$ cat src/verilog/infrared_shaper_pkg.sv
// Constants shared by the infrared pulse shaper and its timers
`default_nettype none

package infrared_shaper_pkg;

	// APB decode: printed offsets are register indexes, byte address is four times that
	localparam int APB_ADDR_W = 12;
	localparam logic [7:0] CTRL_IDX = 8'hCE;
	localparam logic [7:0] BAUD_IDX = 8'hCF;
	localparam logic [APB_ADDR_W-1:0] CTRL_ADDR = {2'h0, CTRL_IDX, 2'h0};
	localparam logic [APB_ADDR_W-1:0] BAUD_ADDR = {2'h0, BAUD_IDX, 2'h0};

	// Control register layout and reset value
	localparam logic [7:0] CTRL_RESET = 8'h0F;
	localparam int EN_BIT = 6;
	localparam int PULSE_BIT = 5;
	localparam int DIV_MSB = 4;
	localparam int DIV_LSB = 0;
	localparam int DIV_W = DIV_MSB - DIV_LSB + 1;
	localparam logic [7:0] CTRL_WMASK = 8'h7F;

	// Baud select register: code in the upper nibble
	localparam int BAUD_MSB = 7;
	localparam int BAUD_LSB = 4;
	localparam logic [3:0] BAUD_RESET = 4'h0;
	localparam logic [3:0] BAUD_CODE_MAX = 4'hC;

	// Pulse mode encoding of the pulse-mode bit
	typedef enum logic {
		PULSE_FIXED = 1'b0,
		PULSE_PROPORTIONAL = 1'b1
	} pulse_mode_e;

	// Timer widths and tick counts
	localparam int TIMER_W = 5;
	localparam logic [TIMER_W-1:0] TX_PULSE_TICKS = 5'h03;
	localparam logic [TIMER_W-1:0] RX_STRETCH_TICKS = 5'h10;
	localparam logic [3:0] PHASE_LAST = 4'hF;

	// Timing in nanoseconds at the core clock rate
	localparam int CLK_PERIOD_NS = 100;
	localparam int MIN_PULSE_NS = 1410;
	localparam int MAX_PULSE_NS = 2230;
	localparam int MIN_PULSE_CYC = (MIN_PULSE_NS + CLK_PERIOD_NS - 1) / CLK_PERIOD_NS;
	localparam int MAX_PULSE_CYC = MAX_PULSE_NS / CLK_PERIOD_NS;

endpackage : infrared_shaper_pkg

`default_nettype wire

$ cat src/verilog/pulse_timer_if.sv
// Start, tick and busy signals between the shaper and one pulse timer
`default_nettype none

interface pulse_timer_if #(
	parameter int W = 5
);
	logic start;
	logic tick;
	logic [W-1:0] length;
	logic busy;

	modport ctrl (output start, output tick, output length, input busy);
	modport timer (input start, input tick, input length, output busy);
endinterface : pulse_timer_if

`default_nettype wire

$ cat src/verilog/infrared_pulse_shaper.sv
// Infrared pulse shaper between the second serial port and its pins, APB slave
//
// Design decision made here: register access over APB.
`default_nettype none

// Operation
// - Enabled: each transmitted zero bit becomes one short high pulse on the pin.
// - Enabled: one bits, stop bits and idle produce no pulse.
// - Enabled: received short pulses are widened so the receiver sees a zero.
// - Shaping is off after reset; the enable bit (bit 6) turns it on.
// - Disabled: transmit and receive pass straight through, unmodified.
// - Enabled: shaping sits in both paths, plain port outputs disconnected.
// - Bit timing comes from the port's 16x tick, whichever timer makes it.
// - Pulse-mode bit 5: zero gives fixed width, one gives proportional width.
// - Proportional pulses last three sixteenths of a bit period.
// - Fixed pulses have one width at every baud, timed from the reference clock.
// - Reference clock is the core clock divided by the five-bit divider field.
// - Divider resets to 0Fh; the control register reads 0Fh after reset.
// - Pulses are never shorter than 1.41 us; the 2.23 us maximum at 115.2k is not enforced and rests on the divider choice.
// - A four-bit baud code field holds the rate, 115.2 to 1.2k; the shaper only reads it back.
// - Stretched low level covers the receiver's sample points seven to nine.
module infrared_pulse_shaper (
	input wire logic core_clk, // Core clock, 10 MHz
	input wire logic rstn, // Synchronous reset, active low
	input wire logic [infrared_shaper_pkg::APB_ADDR_W-1:0] paddr, // APB address
	input wire logic psel, // APB select
	input wire logic penable, // APB enable
	input wire logic pwrite, // APB write
	input wire logic [31:0] pwdata, // APB write data
	input wire logic [3:0] pstrb, // APB byte strobes
	output logic [31:0] prdata, // APB read data
	output logic pready, // APB ready
	output logic pslverr, // APB error on unmapped address
	input wire logic baudTick16, // 16x bit-rate enable from the port's timer
	input wire logic serialPortTx, // Transmit line of the serial port
	output logic serialPortRx, // Receive line to the serial port
	output logic uartBTransmitPin, // Transmit pin
	input wire logic uartBReceivePin // Receive pin, asynchronous
);
	import infrared_shaper_pkg::*;

	logic [7:0] ctrlQ;
	logic [3:0] baudCodeQ;
	logic [31:0] prdataQ;
	logic apbAccess;
	logic apbSetup;
	logic ctrlHit;
	logic baudHit;
	logic ctrlWr;
	logic baudWr;
	logic irEn;
	pulse_mode_e pulseMode;
	logic [DIV_W-1:0] divField;
	logic [DIV_W-1:0] divEffM1;
	logic [DIV_W-1:0] divCntQ;
	logic refTick;
	logic rxMetaQ;
	logic rxSyncQ;
	logic rxPrevQ;
	logic rxRise;
	logic txPrevQ;
	logic txFall;
	logic [3:0] phaseQ;
	logic zeroBitNext;
	logic txStart;
	logic [TIMER_W-1:0] minCntQ;
	logic shapedTx;
	logic txPinQ;
	logic rxOutQ;
	logic [7:0] shapedHighQ;
	logic [DIV_W-1:0] gapQ;

	pulse_timer_if #(.W(TIMER_W)) txTmr ();
	pulse_timer_if #(.W(TIMER_W)) rxTmr ();

	////////////////////////////////////////////////////////////////
	// APB slave: zero wait states, error on unmapped address
	assign apbAccess = psel && penable;
	assign apbSetup = psel && !penable;
	assign pready = 1'b1;

	// Address decode
	always_comb
	begin
		ctrlHit = 1'b0;
		baudHit = 1'b0;
		if (paddr == CTRL_ADDR)
		begin
			ctrlHit = 1'b1;
		end
		else if (paddr == BAUD_ADDR)
		begin
			baudHit = 1'b1;
		end
	end

	assign pslverr = apbAccess && !ctrlHit && !baudHit;
	assign ctrlWr = apbAccess && pwrite && ctrlHit && pstrb[0];
	assign baudWr = apbAccess && pwrite && baudHit && pstrb[0];

	// Control register; reserved bit 7 ignores writes and reads zero
	always_ff @(posedge core_clk)
	begin
		if (!rstn)
		begin
			ctrlQ <= CTRL_RESET;
		end
		else if (ctrlWr)
		begin
			ctrlQ <= pwdata[7:0] & CTRL_WMASK;
		end
	end

	// Baud code register; codes beyond the table are clamped to the slowest rate
	always_ff @(posedge core_clk)
	begin
		if (!rstn)
		begin
			baudCodeQ <= BAUD_RESET;
		end
		else if (baudWr)
		begin
			if (pwdata[BAUD_MSB:BAUD_LSB] > BAUD_CODE_MAX)
			begin
				baudCodeQ <= BAUD_CODE_MAX;
			end
			else
			begin
				baudCodeQ <= pwdata[BAUD_MSB:BAUD_LSB];
			end
		end
	end

	// Read data captured in the setup phase, so it is steady in the access phase
	always_ff @(posedge core_clk)
	begin
		if (!rstn)
		begin
			prdataQ <= '0;
		end
		else if (apbSetup && !pwrite)
		begin
			if (ctrlHit)
			begin
				prdataQ <= {24'h000000, ctrlQ};
			end
			else if (baudHit)
			begin
				prdataQ <= {24'h000000, baudCodeQ, 4'h0};
			end
			else
			begin
				prdataQ <= '0;
			end
		end
	end

	assign prdata = prdataQ;

	////////////////////////////////////////////////////////////////
	// Control fields
	assign irEn = ctrlQ[EN_BIT];
	assign pulseMode = pulse_mode_e'(ctrlQ[PULSE_BIT]);
	assign divField = ctrlQ[DIV_MSB:DIV_LSB];
	// A zero divider would stall the reference; treat it as divide by one
	assign divEffM1 = (divField == '0) ? '0 : divField - DIV_W'(1);

	// Reference clock enable: core clock divided by the divider field
	assign refTick = (divCntQ >= divEffM1);
	always_ff @(posedge core_clk)
	begin
		if (!rstn)
		begin
			divCntQ <= '0;
		end
		else if (ctrlWr || refTick)
		begin
			divCntQ <= '0;
		end
		else
		begin
			divCntQ <= divCntQ + DIV_W'(1);
		end
	end

	////////////////////////////////////////////////////////////////
	// Receive pin synchroniser, then a separate stage for edge detection
	always_ff @(posedge core_clk)
	begin
		if (!rstn)
		begin
			rxMetaQ <= 1'b0;
			rxSyncQ <= 1'b0;
			rxPrevQ <= 1'b0;
		end
		else
		begin
			rxMetaQ <= uartBReceivePin;
			rxSyncQ <= rxMetaQ;
			rxPrevQ <= rxSyncQ;
		end
	end

	assign rxRise = rxSyncQ && !rxPrevQ;

	////////////////////////////////////////////////////////////////
	// Transmit bit tracking: phase restarts on each falling edge of the line,
	// so it stays aligned with the port's own 16x counter
	assign txFall = !serialPortTx && txPrevQ;
	assign zeroBitNext = baudTick16 && (phaseQ == PHASE_LAST) && !serialPortTx;
	assign txStart = irEn && (txFall || zeroBitNext);

	always_ff @(posedge core_clk)
	begin
		if (!rstn)
		begin
			txPrevQ <= 1'b1;
		end
		else
		begin
			txPrevQ <= serialPortTx;
		end
	end

	// Bit phase in sixteenths
	always_ff @(posedge core_clk)
	begin
		if (!rstn)
		begin
			phaseQ <= '0;
		end
		else if (txFall)
		begin
			phaseQ <= '0;
		end
		else if (baudTick16)
		begin
			phaseQ <= phaseQ + 4'h1;
		end
	end

	////////////////////////////////////////////////////////////////
	// Transmit pulse timer: three reference ticks or three sixteenths of a bit
	assign txTmr.start = txStart;
	assign txTmr.length = TX_PULSE_TICKS;
	assign txTmr.tick = (pulseMode == PULSE_PROPORTIONAL) ? baudTick16 : refTick;

	tick_pulse_timer #(.W(TIMER_W)) txTimer (
		.core_clk(core_clk),
		.rstn(rstn),
		.tmr(txTmr)
	);

	// Floor on width: a badly chosen divider cannot make a too narrow pulse;
	// the upper bound stays with the divider choice
	always_ff @(posedge core_clk)
	begin
		if (!rstn)
		begin
			minCntQ <= '0;
		end
		else if (txStart)
		begin
			minCntQ <= TIMER_W'(MIN_PULSE_CYC);
		end
		else if (minCntQ != '0)
		begin
			minCntQ <= minCntQ - TIMER_W'(1);
		end
	end

	assign shapedTx = txTmr.busy || (minCntQ != '0);

	// Transmit pin mux, registered so the pin never glitches
	always_ff @(posedge core_clk)
	begin
		if (!rstn)
		begin
			txPinQ <= 1'b1;
		end
		else if (irEn)
		begin
			txPinQ <= shapedTx;
		end
		else
		begin
			txPinQ <= serialPortTx;
		end
	end

	assign uartBTransmitPin = txPinQ;

	////////////////////////////////////////////////////////////////
	// Receive stretcher: one full bit period covers the 7th to 9th sample points
	assign rxTmr.start = irEn && rxRise;
	assign rxTmr.length = RX_STRETCH_TICKS;
	assign rxTmr.tick = baudTick16;

	tick_pulse_timer #(.W(TIMER_W)) rxTimer (
		.core_clk(core_clk),
		.rstn(rstn),
		.tmr(rxTmr)
	);

	// Receive line mux towards the port
	always_ff @(posedge core_clk)
	begin
		if (!rstn)
		begin
			rxOutQ <= 1'b1;
		end
		else if (irEn)
		begin
			rxOutQ <= !(rxTmr.busy || rxTmr.start);
		end
		else
		begin
			rxOutQ <= rxSyncQ;
		end
	end

	assign serialPortRx = rxOutQ;

	////////////////////////////////////////////////////////////////
	// Helpers read only by checks
	always_ff @(posedge core_clk)
	begin
		if (!rstn)
		begin
			shapedHighQ <= '0;
		end
		else if (!shapedTx)
		begin
			shapedHighQ <= '0;
		end
		else if (shapedHighQ != 8'hFF)
		begin
			shapedHighQ <= shapedHighQ + 8'h01;
		end
	end

	// Cycles since the last reference tick
	always_ff @(posedge core_clk)
	begin
		if (!rstn)
		begin
			gapQ <= '0;
		end
		else if (ctrlWr || refTick)
		begin
			gapQ <= '0;
		end
		else
		begin
			gapQ <= gapQ + DIV_W'(1);
		end
	end
endmodule // infrared_pulse_shaper

`default_nettype wire

$ cat src/verilog/tick_pulse_timer.sv
// Retriggerable timer that stays busy for a number of enable ticks
`default_nettype none

module tick_pulse_timer #(
	parameter int W = 5
) (
	input wire logic core_clk, // Core clock
	input wire logic rstn, // Synchronous reset, active low
	pulse_timer_if.timer tmr // Start, tick, length and busy
);
	import infrared_shaper_pkg::*;

	logic [W-1:0] remainQ;
	logic busyQ;
	logic [W-1:0] lenQ;
	logic [W-1:0] ticksSeenQ;

	assign tmr.busy = busyQ;

	////////////////////////////////////////////////////////////////
	// Countdown; a new start wins over the last tick so a pulse is never lost
	always_ff @(posedge core_clk)
	begin
		if (!rstn)
		begin
			remainQ <= '0;
			busyQ <= 1'b0;
		end
		else if (tmr.start)
		begin
			remainQ <= tmr.length;
			busyQ <= (tmr.length != '0);
		end
		else if (busyQ && tmr.tick)
		begin
			remainQ <= remainQ - W'(1);
			busyQ <= (remainQ != W'(1));
		end
	end

	////////////////////////////////////////////////////////////////
	// Helper: ticks seen while busy, for the width check
	always_ff @(posedge core_clk)
	begin
		if (!rstn)
		begin
			lenQ <= '0;
			ticksSeenQ <= '0;
		end
		else if (tmr.start)
		begin
			lenQ <= tmr.length;
			ticksSeenQ <= '0;
		end
		else if (busyQ && tmr.tick)
		begin
			ticksSeenQ <= ticksSeenQ + W'(1);
		end
	end
endmodule // tick_pulse_timer

`default_nettype wire
$ cat config.mk
export PLATFORM = sky130hd
export DESIGN_NAME = infrared_pulse_shaper
export DESIGN_NICKNAME = d
export VERILOG_FILES = /design/src/verilog/infrared_shaper_pkg.sv /design/src/verilog/pulse_timer_if.sv /design/src/verilog/infrared_pulse_shaper.sv /design/src/verilog/tick_pulse_timer.sv
export SDC_FILE = /design/constraint.sdc
export NUM_CORES = 1
export LEC_CHECK = 0
export ABC_CLOCK_PERIOD_IN_PS = 3160
export BUFFER_PORTS_ARGS = -buffer_cell sky130_fd_sc_hd__buf_2
export CAP_MARGIN = 30
export CORE_MARGIN = 2
export CORE_UTILIZATION = 45
export DETAILED_ROUTE_END_ITERATION = 12
export PLACE_DENSITY_LB_ADDON = 0.25
export SYNTH_ARGS = -nofsm -noshare
export SYNTH_HDL_FRONTEND = slang
export SYNTH_HIERARCHICAL = 1
export SYNTH_SLANG_ARGS = --single-unit
$ cat constraint.sdc
create_clock -name core_clk -period 3.16 [get_ports core_clk]
set_clock_uncertainty 0.2 [all_clocks]
set_input_delay 0.474 -clock core_clk [delete_from_list [all_inputs] [get_ports core_clk]]
set_output_delay 0.474 -clock core_clk [all_outputs]
set_load 0.005 [all_outputs]
# Word-level counts from Yosys, hierarchy flattened

Index checks and enable logic that the tools add are counted.

Flip-flop bits (word level): 75
Input bits: 56
Logic and storage cells: 91

Reduce and logical (&&, ||, !) cells: 38
Equal/unequal tests: 5
Add/subtract/negate cells: 6
Bitwise gates (word level): 1
$lt $le $gt $ge: 2
Muxes and demuxes: 20

Operator list:

| operator                                                            | count |
|---|---|
| 12-bit by 10-bit == test with 1-bit output (second input constant)  | 2 |
| 5-bit by 1-bit subtractor with 5-bit output (second input constant) | 4 |
| 1-bit logical AND                                                   | 18 |
| 8-bit two-way mux                                                   | 2 |
| 5-bit two-way mux                                                   | 3 |
| 4-bit two-way mux                                                   | 3 |
| 1-bit two-way mux                                                   | 10 |
| 5-bit by 1-bit != test with 1-bit output (second input constant)    | 2 |
| 2-bit OR reduction                                                  | 4 |
| 1-bit zero test                                                     | 7 |
| 2-bit nonzero test                                                  | 3 |
| 5-bit by 1-bit adder with 5-bit output (second input constant)      | 1 |
| 5-bit greater-or-equal comparator                                   | 1 |
| 5-bit zero test                                                     | 1 |
| 5-bit nonzero test                                                  | 1 |
| 4-bit by 1-bit adder with 4-bit output (second input constant)      | 1 |
| 4-bit == test (second input constant)                               | 1 |
| 4-bit greater-than comparator (second input constant)               | 1 |
| 1-bit logical OR                                                    | 4 |
| 2-bit two-way mux                                                   | 2 |
| 1-bit inverter                                                      | 1 |

# Logic depth before layout (Yosys ltp)

Word-level depth: 7
Depth in mapped cells: 13
Gate-level depth less buffers: 13

# Modules after synthesis

Netlist, hierarchy kept.

Modules (own cells, without submodules):

| module                | cells an instance | area each (um2) | times used |
|---|---|---|---|
| infrared_pulse_shaper | 233               | 2028.2          | 1 |
| tick_pulse_timer      | 36                | 330.3           | 2 |

# Worst setup path before layout

No wires, ideal clock.

Path type: reg2reg
From: register ctrlQ[0]
To: register txTimer.remainQ[4]
Arrival: 2703 ps
Slack: 183 ps
Stages on the path, launching flop included: 14
Path through: dfxtp_1 inv_1 ha_1 nand2b_1 o21ai_0 mux2_2 ha_1 o21ai_0 a21o_1 a21oi_1 o31a_1 nand3_1 or4_1 a31oi_1

Cells in the longest elaborated chain, start to end: 5
Elaborated cells between the ends (all ways): 6

RTL lines:

| what                                                                           | line                         | source |
|---|---|---|
| start, declared                                                                | infrared_pulse_shaper.sv:42  | `logic [7:0] ctrlQ;` |
| start signal, assigned                                                         | infrared_pulse_shaper.sv:110 | `ctrlQ <= pwdata[7:0] & CTRL_WMASK;` |
| 5-bit by 1-bit subtractor with 5-bit output or 5-bit zero test (tied branches) | infrared_pulse_shaper.sv:166 | `assign divEffM1 = (divField == '0) ? '0 : divField - DIV_W'(1);` |
| 5-bit two-way mux *                                                            | infrared_pulse_shaper.sv:166 |  |
| 5-bit greater-or-equal comparator *                                            | infrared_pulse_shaper.sv:169 | `assign refTick = (divCntQ >= divEffM1);` |
| 1-bit two-way mux *                                                            | infrared_pulse_shaper.sv:246 | `assign txTmr.tick = (pulseMode == PULSE_PROPORTIONAL) ? baudTick16 : refTick;` |
| named net txTmr.tick                                                           | pulse_timer_if.sv:8          | `logic tick;` |
| 1-bit logical AND *                                                            | tick_pulse_timer.sv:34       | `else if (busyQ && tmr.tick)` |
| end signal, assigned                                                           | tick_pulse_timer.sv:31       | `remainQ <= tmr.length;` |
| end signal, assigned                                                           | tick_pulse_timer.sv:36       | `remainQ <= remainQ - W'(1);` |
| end, declared                                                                  | tick_pulse_timer.sv:13       | `logic [W-1:0] remainQ;` |

The timed path passes the listed nets; every way through them passes the cells marked *.
A chain may end at the register's enable or synchronous reset.

# Final worst setup path

Same ends and word-level chain as after synthesis.

==> results.cfg <==
[sta]
tns_ps = 0
worst_pin_slew_ps = 650.4
max_freq_mhz = 333.7
slew_headroom = 0.5664
post-route-period-util = 0.9483
hold_viol = 0
period_minus_slack_ps = 2997
maxSlewViolCount = 0
finalSetupViolCount = 0

[synth]
synth_top_area_share = 0.3797
syn_area_per_cell_um2 = 8.816
synthTopCellsByArea = dfxtp_1, buf_4, ha_1, mux2i_1, nand2_1
synth_top_cell_by_area = dfxtp_1
ys_warn_count = 6
synth_top_family_by_area = simple AND/OR/NAND/NOR gates
synth_compound_area_frac = 0.1415
synth_xor_area_frac = 0.03583
synthAdderAreaFrac = 0.06515
ys_seq_area_frac = 0.3797
yosys-mux-area-fraction = 0.06375
synth_seq_cells = 51
ys_types = 48
synth-simple-area-share = 0.2103
synth_area_mm2 = 0.002689
synthCells = 305

[global_routing]
antenna_found_initial = 0
grt_overflow = 0
grt_pass1_wl_um = 7838
gr-usage-all-layers = 0.1517
grt_pass1_vias = 1824
grt_max_degree = 36

[clocking]
clk_latency_ps = 310
clk_pin_slew_ps = 90
clock-sinks = 51
cts_tree = yes
cts_made_buffers = 5
clk_path_buf_depth = 2
cts-root-buf = clkbuf_8
htree_levels = 2

[route]
routedWlPerCell_um = 10.82
vias_per_cell = 4.774
ant_nets = 0
vias = 2115
firstDrtPassIters = 4
post-route-drc-count = 0
postRouteWirelength_um = 4792
drt_iter0_markers = 49

[floorplan]
start_util = 0.4596
ios = 92
die_w_um = 81.30
dieArea_mm2 = 0.006610
row_count = 28
coreArea_mm2 = 0.005851
die_y_um = 81.30

[run_status]
outcome = finished, final reports clean

[setup_path]
arrival_ps = 3030
crit_path_max_incr_delay_ps = 420
crit_slowest_cell = or4_1
worstRegToRegCells = 13
cp.required_ps = 3200
worstSetupEndpointType = flop
crit_top_cell = ha_1
path_class = flop to flop
cp_max_fo = 5
crit_chain = inv_1 -> ha_1 -> nand2b_1 -> nor3_1 -> or2_2 -> ha_1 -> o21ai_0 -> a21o_1 -> a21oi_2 -> o31a_1 -> nand3_2 -> or4_1 -> a31oi_1
cp-start-kind = flop

[pwr]
switching_share = 0.2528
switching_power_mw = 0.3493
p_leak_nw = 1.419
ir_drop_mv = 0.2166
pwr-share-seq = 0.504
fin_total_pwr_mw = 1.382
p_int_mw = 1.032
combinationalPowerShare = 0.154
p_per_area_mw_per_mm2 = 446.5
clockPowerShare = 0.341

[placed_design]
gp_congestion = 0.7907
numPortBuffers = 39
dp_hpwl_um = 3582

[cells_and_area]
nets = 437
num_antenna_cells = 0
syn_to_final_growth_pct = 15.08
drive_gt1_frac = 0.1793

[hold_path]
hp-class = input port to flop
hold_path_depth = 2

[run]
max_cap_violations = 0
-- metrics by stage --
stage	worst slack, ps	utilization	instances	cell area [um^2]	hold WS (ps)
2_1_floorplan	182.8	-	346	2843	211.9
3_3_place_gp	182.7	0.5043	433	2950	227.4
3_5_place_dp	108.0	0.5043	433	2950	231.9
4_1_cts	84.62	0.5244	441	3068	158.2
5_1_grt	-22.32	0.5289	443	3094	161.8
6_report	163.3	0.5289	443	3094	161.2
-- cell families after synthesis --
kind of cell / after synthesis
XOR/XNOR: 11
flip-flops: 51
adder cells (fa/ha/maj): 14
multiplexers: 17
buffers and inverters: 46
other: 2
AO/OA/AOI/OAI: 54
AND/OR/NAND/NOR: 110
-- Yosys cell counts, drive strengths merged --
cell type,count
a22o,4
inv,14
nand2b,7
or4b,1
nand2,33
nand4,4
a211oi,2
buf,27
o31ai,2
ha,14
or2,1
or3,3
a31oi,2
and3b,1
dfxtp,51
and2,5
a311o,2
xnor2,6
o21ai,15
or4,4
a41oi,1
a21o,1
nor2b,1
nor3,9
and4bb,1
o221a,2
o311a,2
xor2,5
a21boi,2
nor4bb,1
nand3,7
o41a,2
nor2,26
o21a,5
nor4b,2
clkbuf,5
mux2i,16
o31a,1
mux2,1
a21oi,9
nor3b,3
conb,2
o211a,2
and4,1
-- state kept, by name (all words and copies together) (netlist names), 4 cells and up --
signal / flops
rxTimer/remainQ: 5
baudCodeQ: 4
divCntQ: 5
txTimer/remainQ: 5
ctrlQ: 7
phaseQ: 4
minCntQ: 5
prdata: 8
-- cell type report --
class	count	area, um^2
Fill cell	564	2756
Multi-Input combinational cell	249	1559
Sequential cell	51	1023
Timing Repair Buffer	46	247.7
Tap cell	75	93.84
Clock buffer	6	82.58
Inverter	14	52.55
Clock inverter	2	35.03
-- final timing paths --
kind / from / endpoint / slack, ps
max: ctrlQ[0] / txTimer/remainQ[4] / 160
min: uartBReceivePin / rxMetaQ / 160
max reg2reg: ctrlQ[0] / txTimer/remainQ[4] / 160
min reg2reg: rxMetaQ / rxSyncQ / 250
-- layout by cell type (no fill, tap or decap), types with 8 or more instances in the layout --
cell type  count
a21oi_1        8
buf_2         39
conb_1        43
dfxtp_1       49
ha_1          14
inv_1         14
mux2i_1       16
nand2_1       33
nor2_1        26
nor3_1         9
o21ai_0       15
-- timing repair --
action	CTS	global route
resized for setup	0	4
endpoints found under the hold margin	0	0
hold buffers	0	0
buffers inserted	0	2
endpoints found under the setup margin	0	3
-- power groups by stage --
stage | logic [mW] | clock network [mW] | registers, mW
2_1_floorplan | 0.196 | 0 | 0.707
3_3_place_gp | 0.209 | 0 | 0.712
3_5_place_dp | 0.216 | 0 | 0.711
4_1_cts | 0.216 | 0.486 | 0.697
5_1_grt | 0.247 | 0.513 | 0.702
6_report | 0.213 | 0.471 | 0.697
-- metal layers --
metal	part of all wire	global-route usage	vias to the layer above
li1	-	-	1118
met1	0.47	0.1785	946
met2	0.46	0.2615	45
met3	0.057	0.04556	6
met4	0.013	0.05085	0
met5	0	0	-
-- worst max-delay path, delay by kind of cell (launching register included) --
| kind | cells | cell delay, ps |
|---|---|---|
| flip-flops | 1 | 330 |
| buffers and inverters | 1 | 50 |
| AND/OR/NAND/NOR | 5 | 1040 |
| AO/OA/AOI/OAI | 5 | 810 |
| adder cells (fa/ha/maj) | 2 | 480 |
Note: power is estimated with default switching activity, not from simulation.
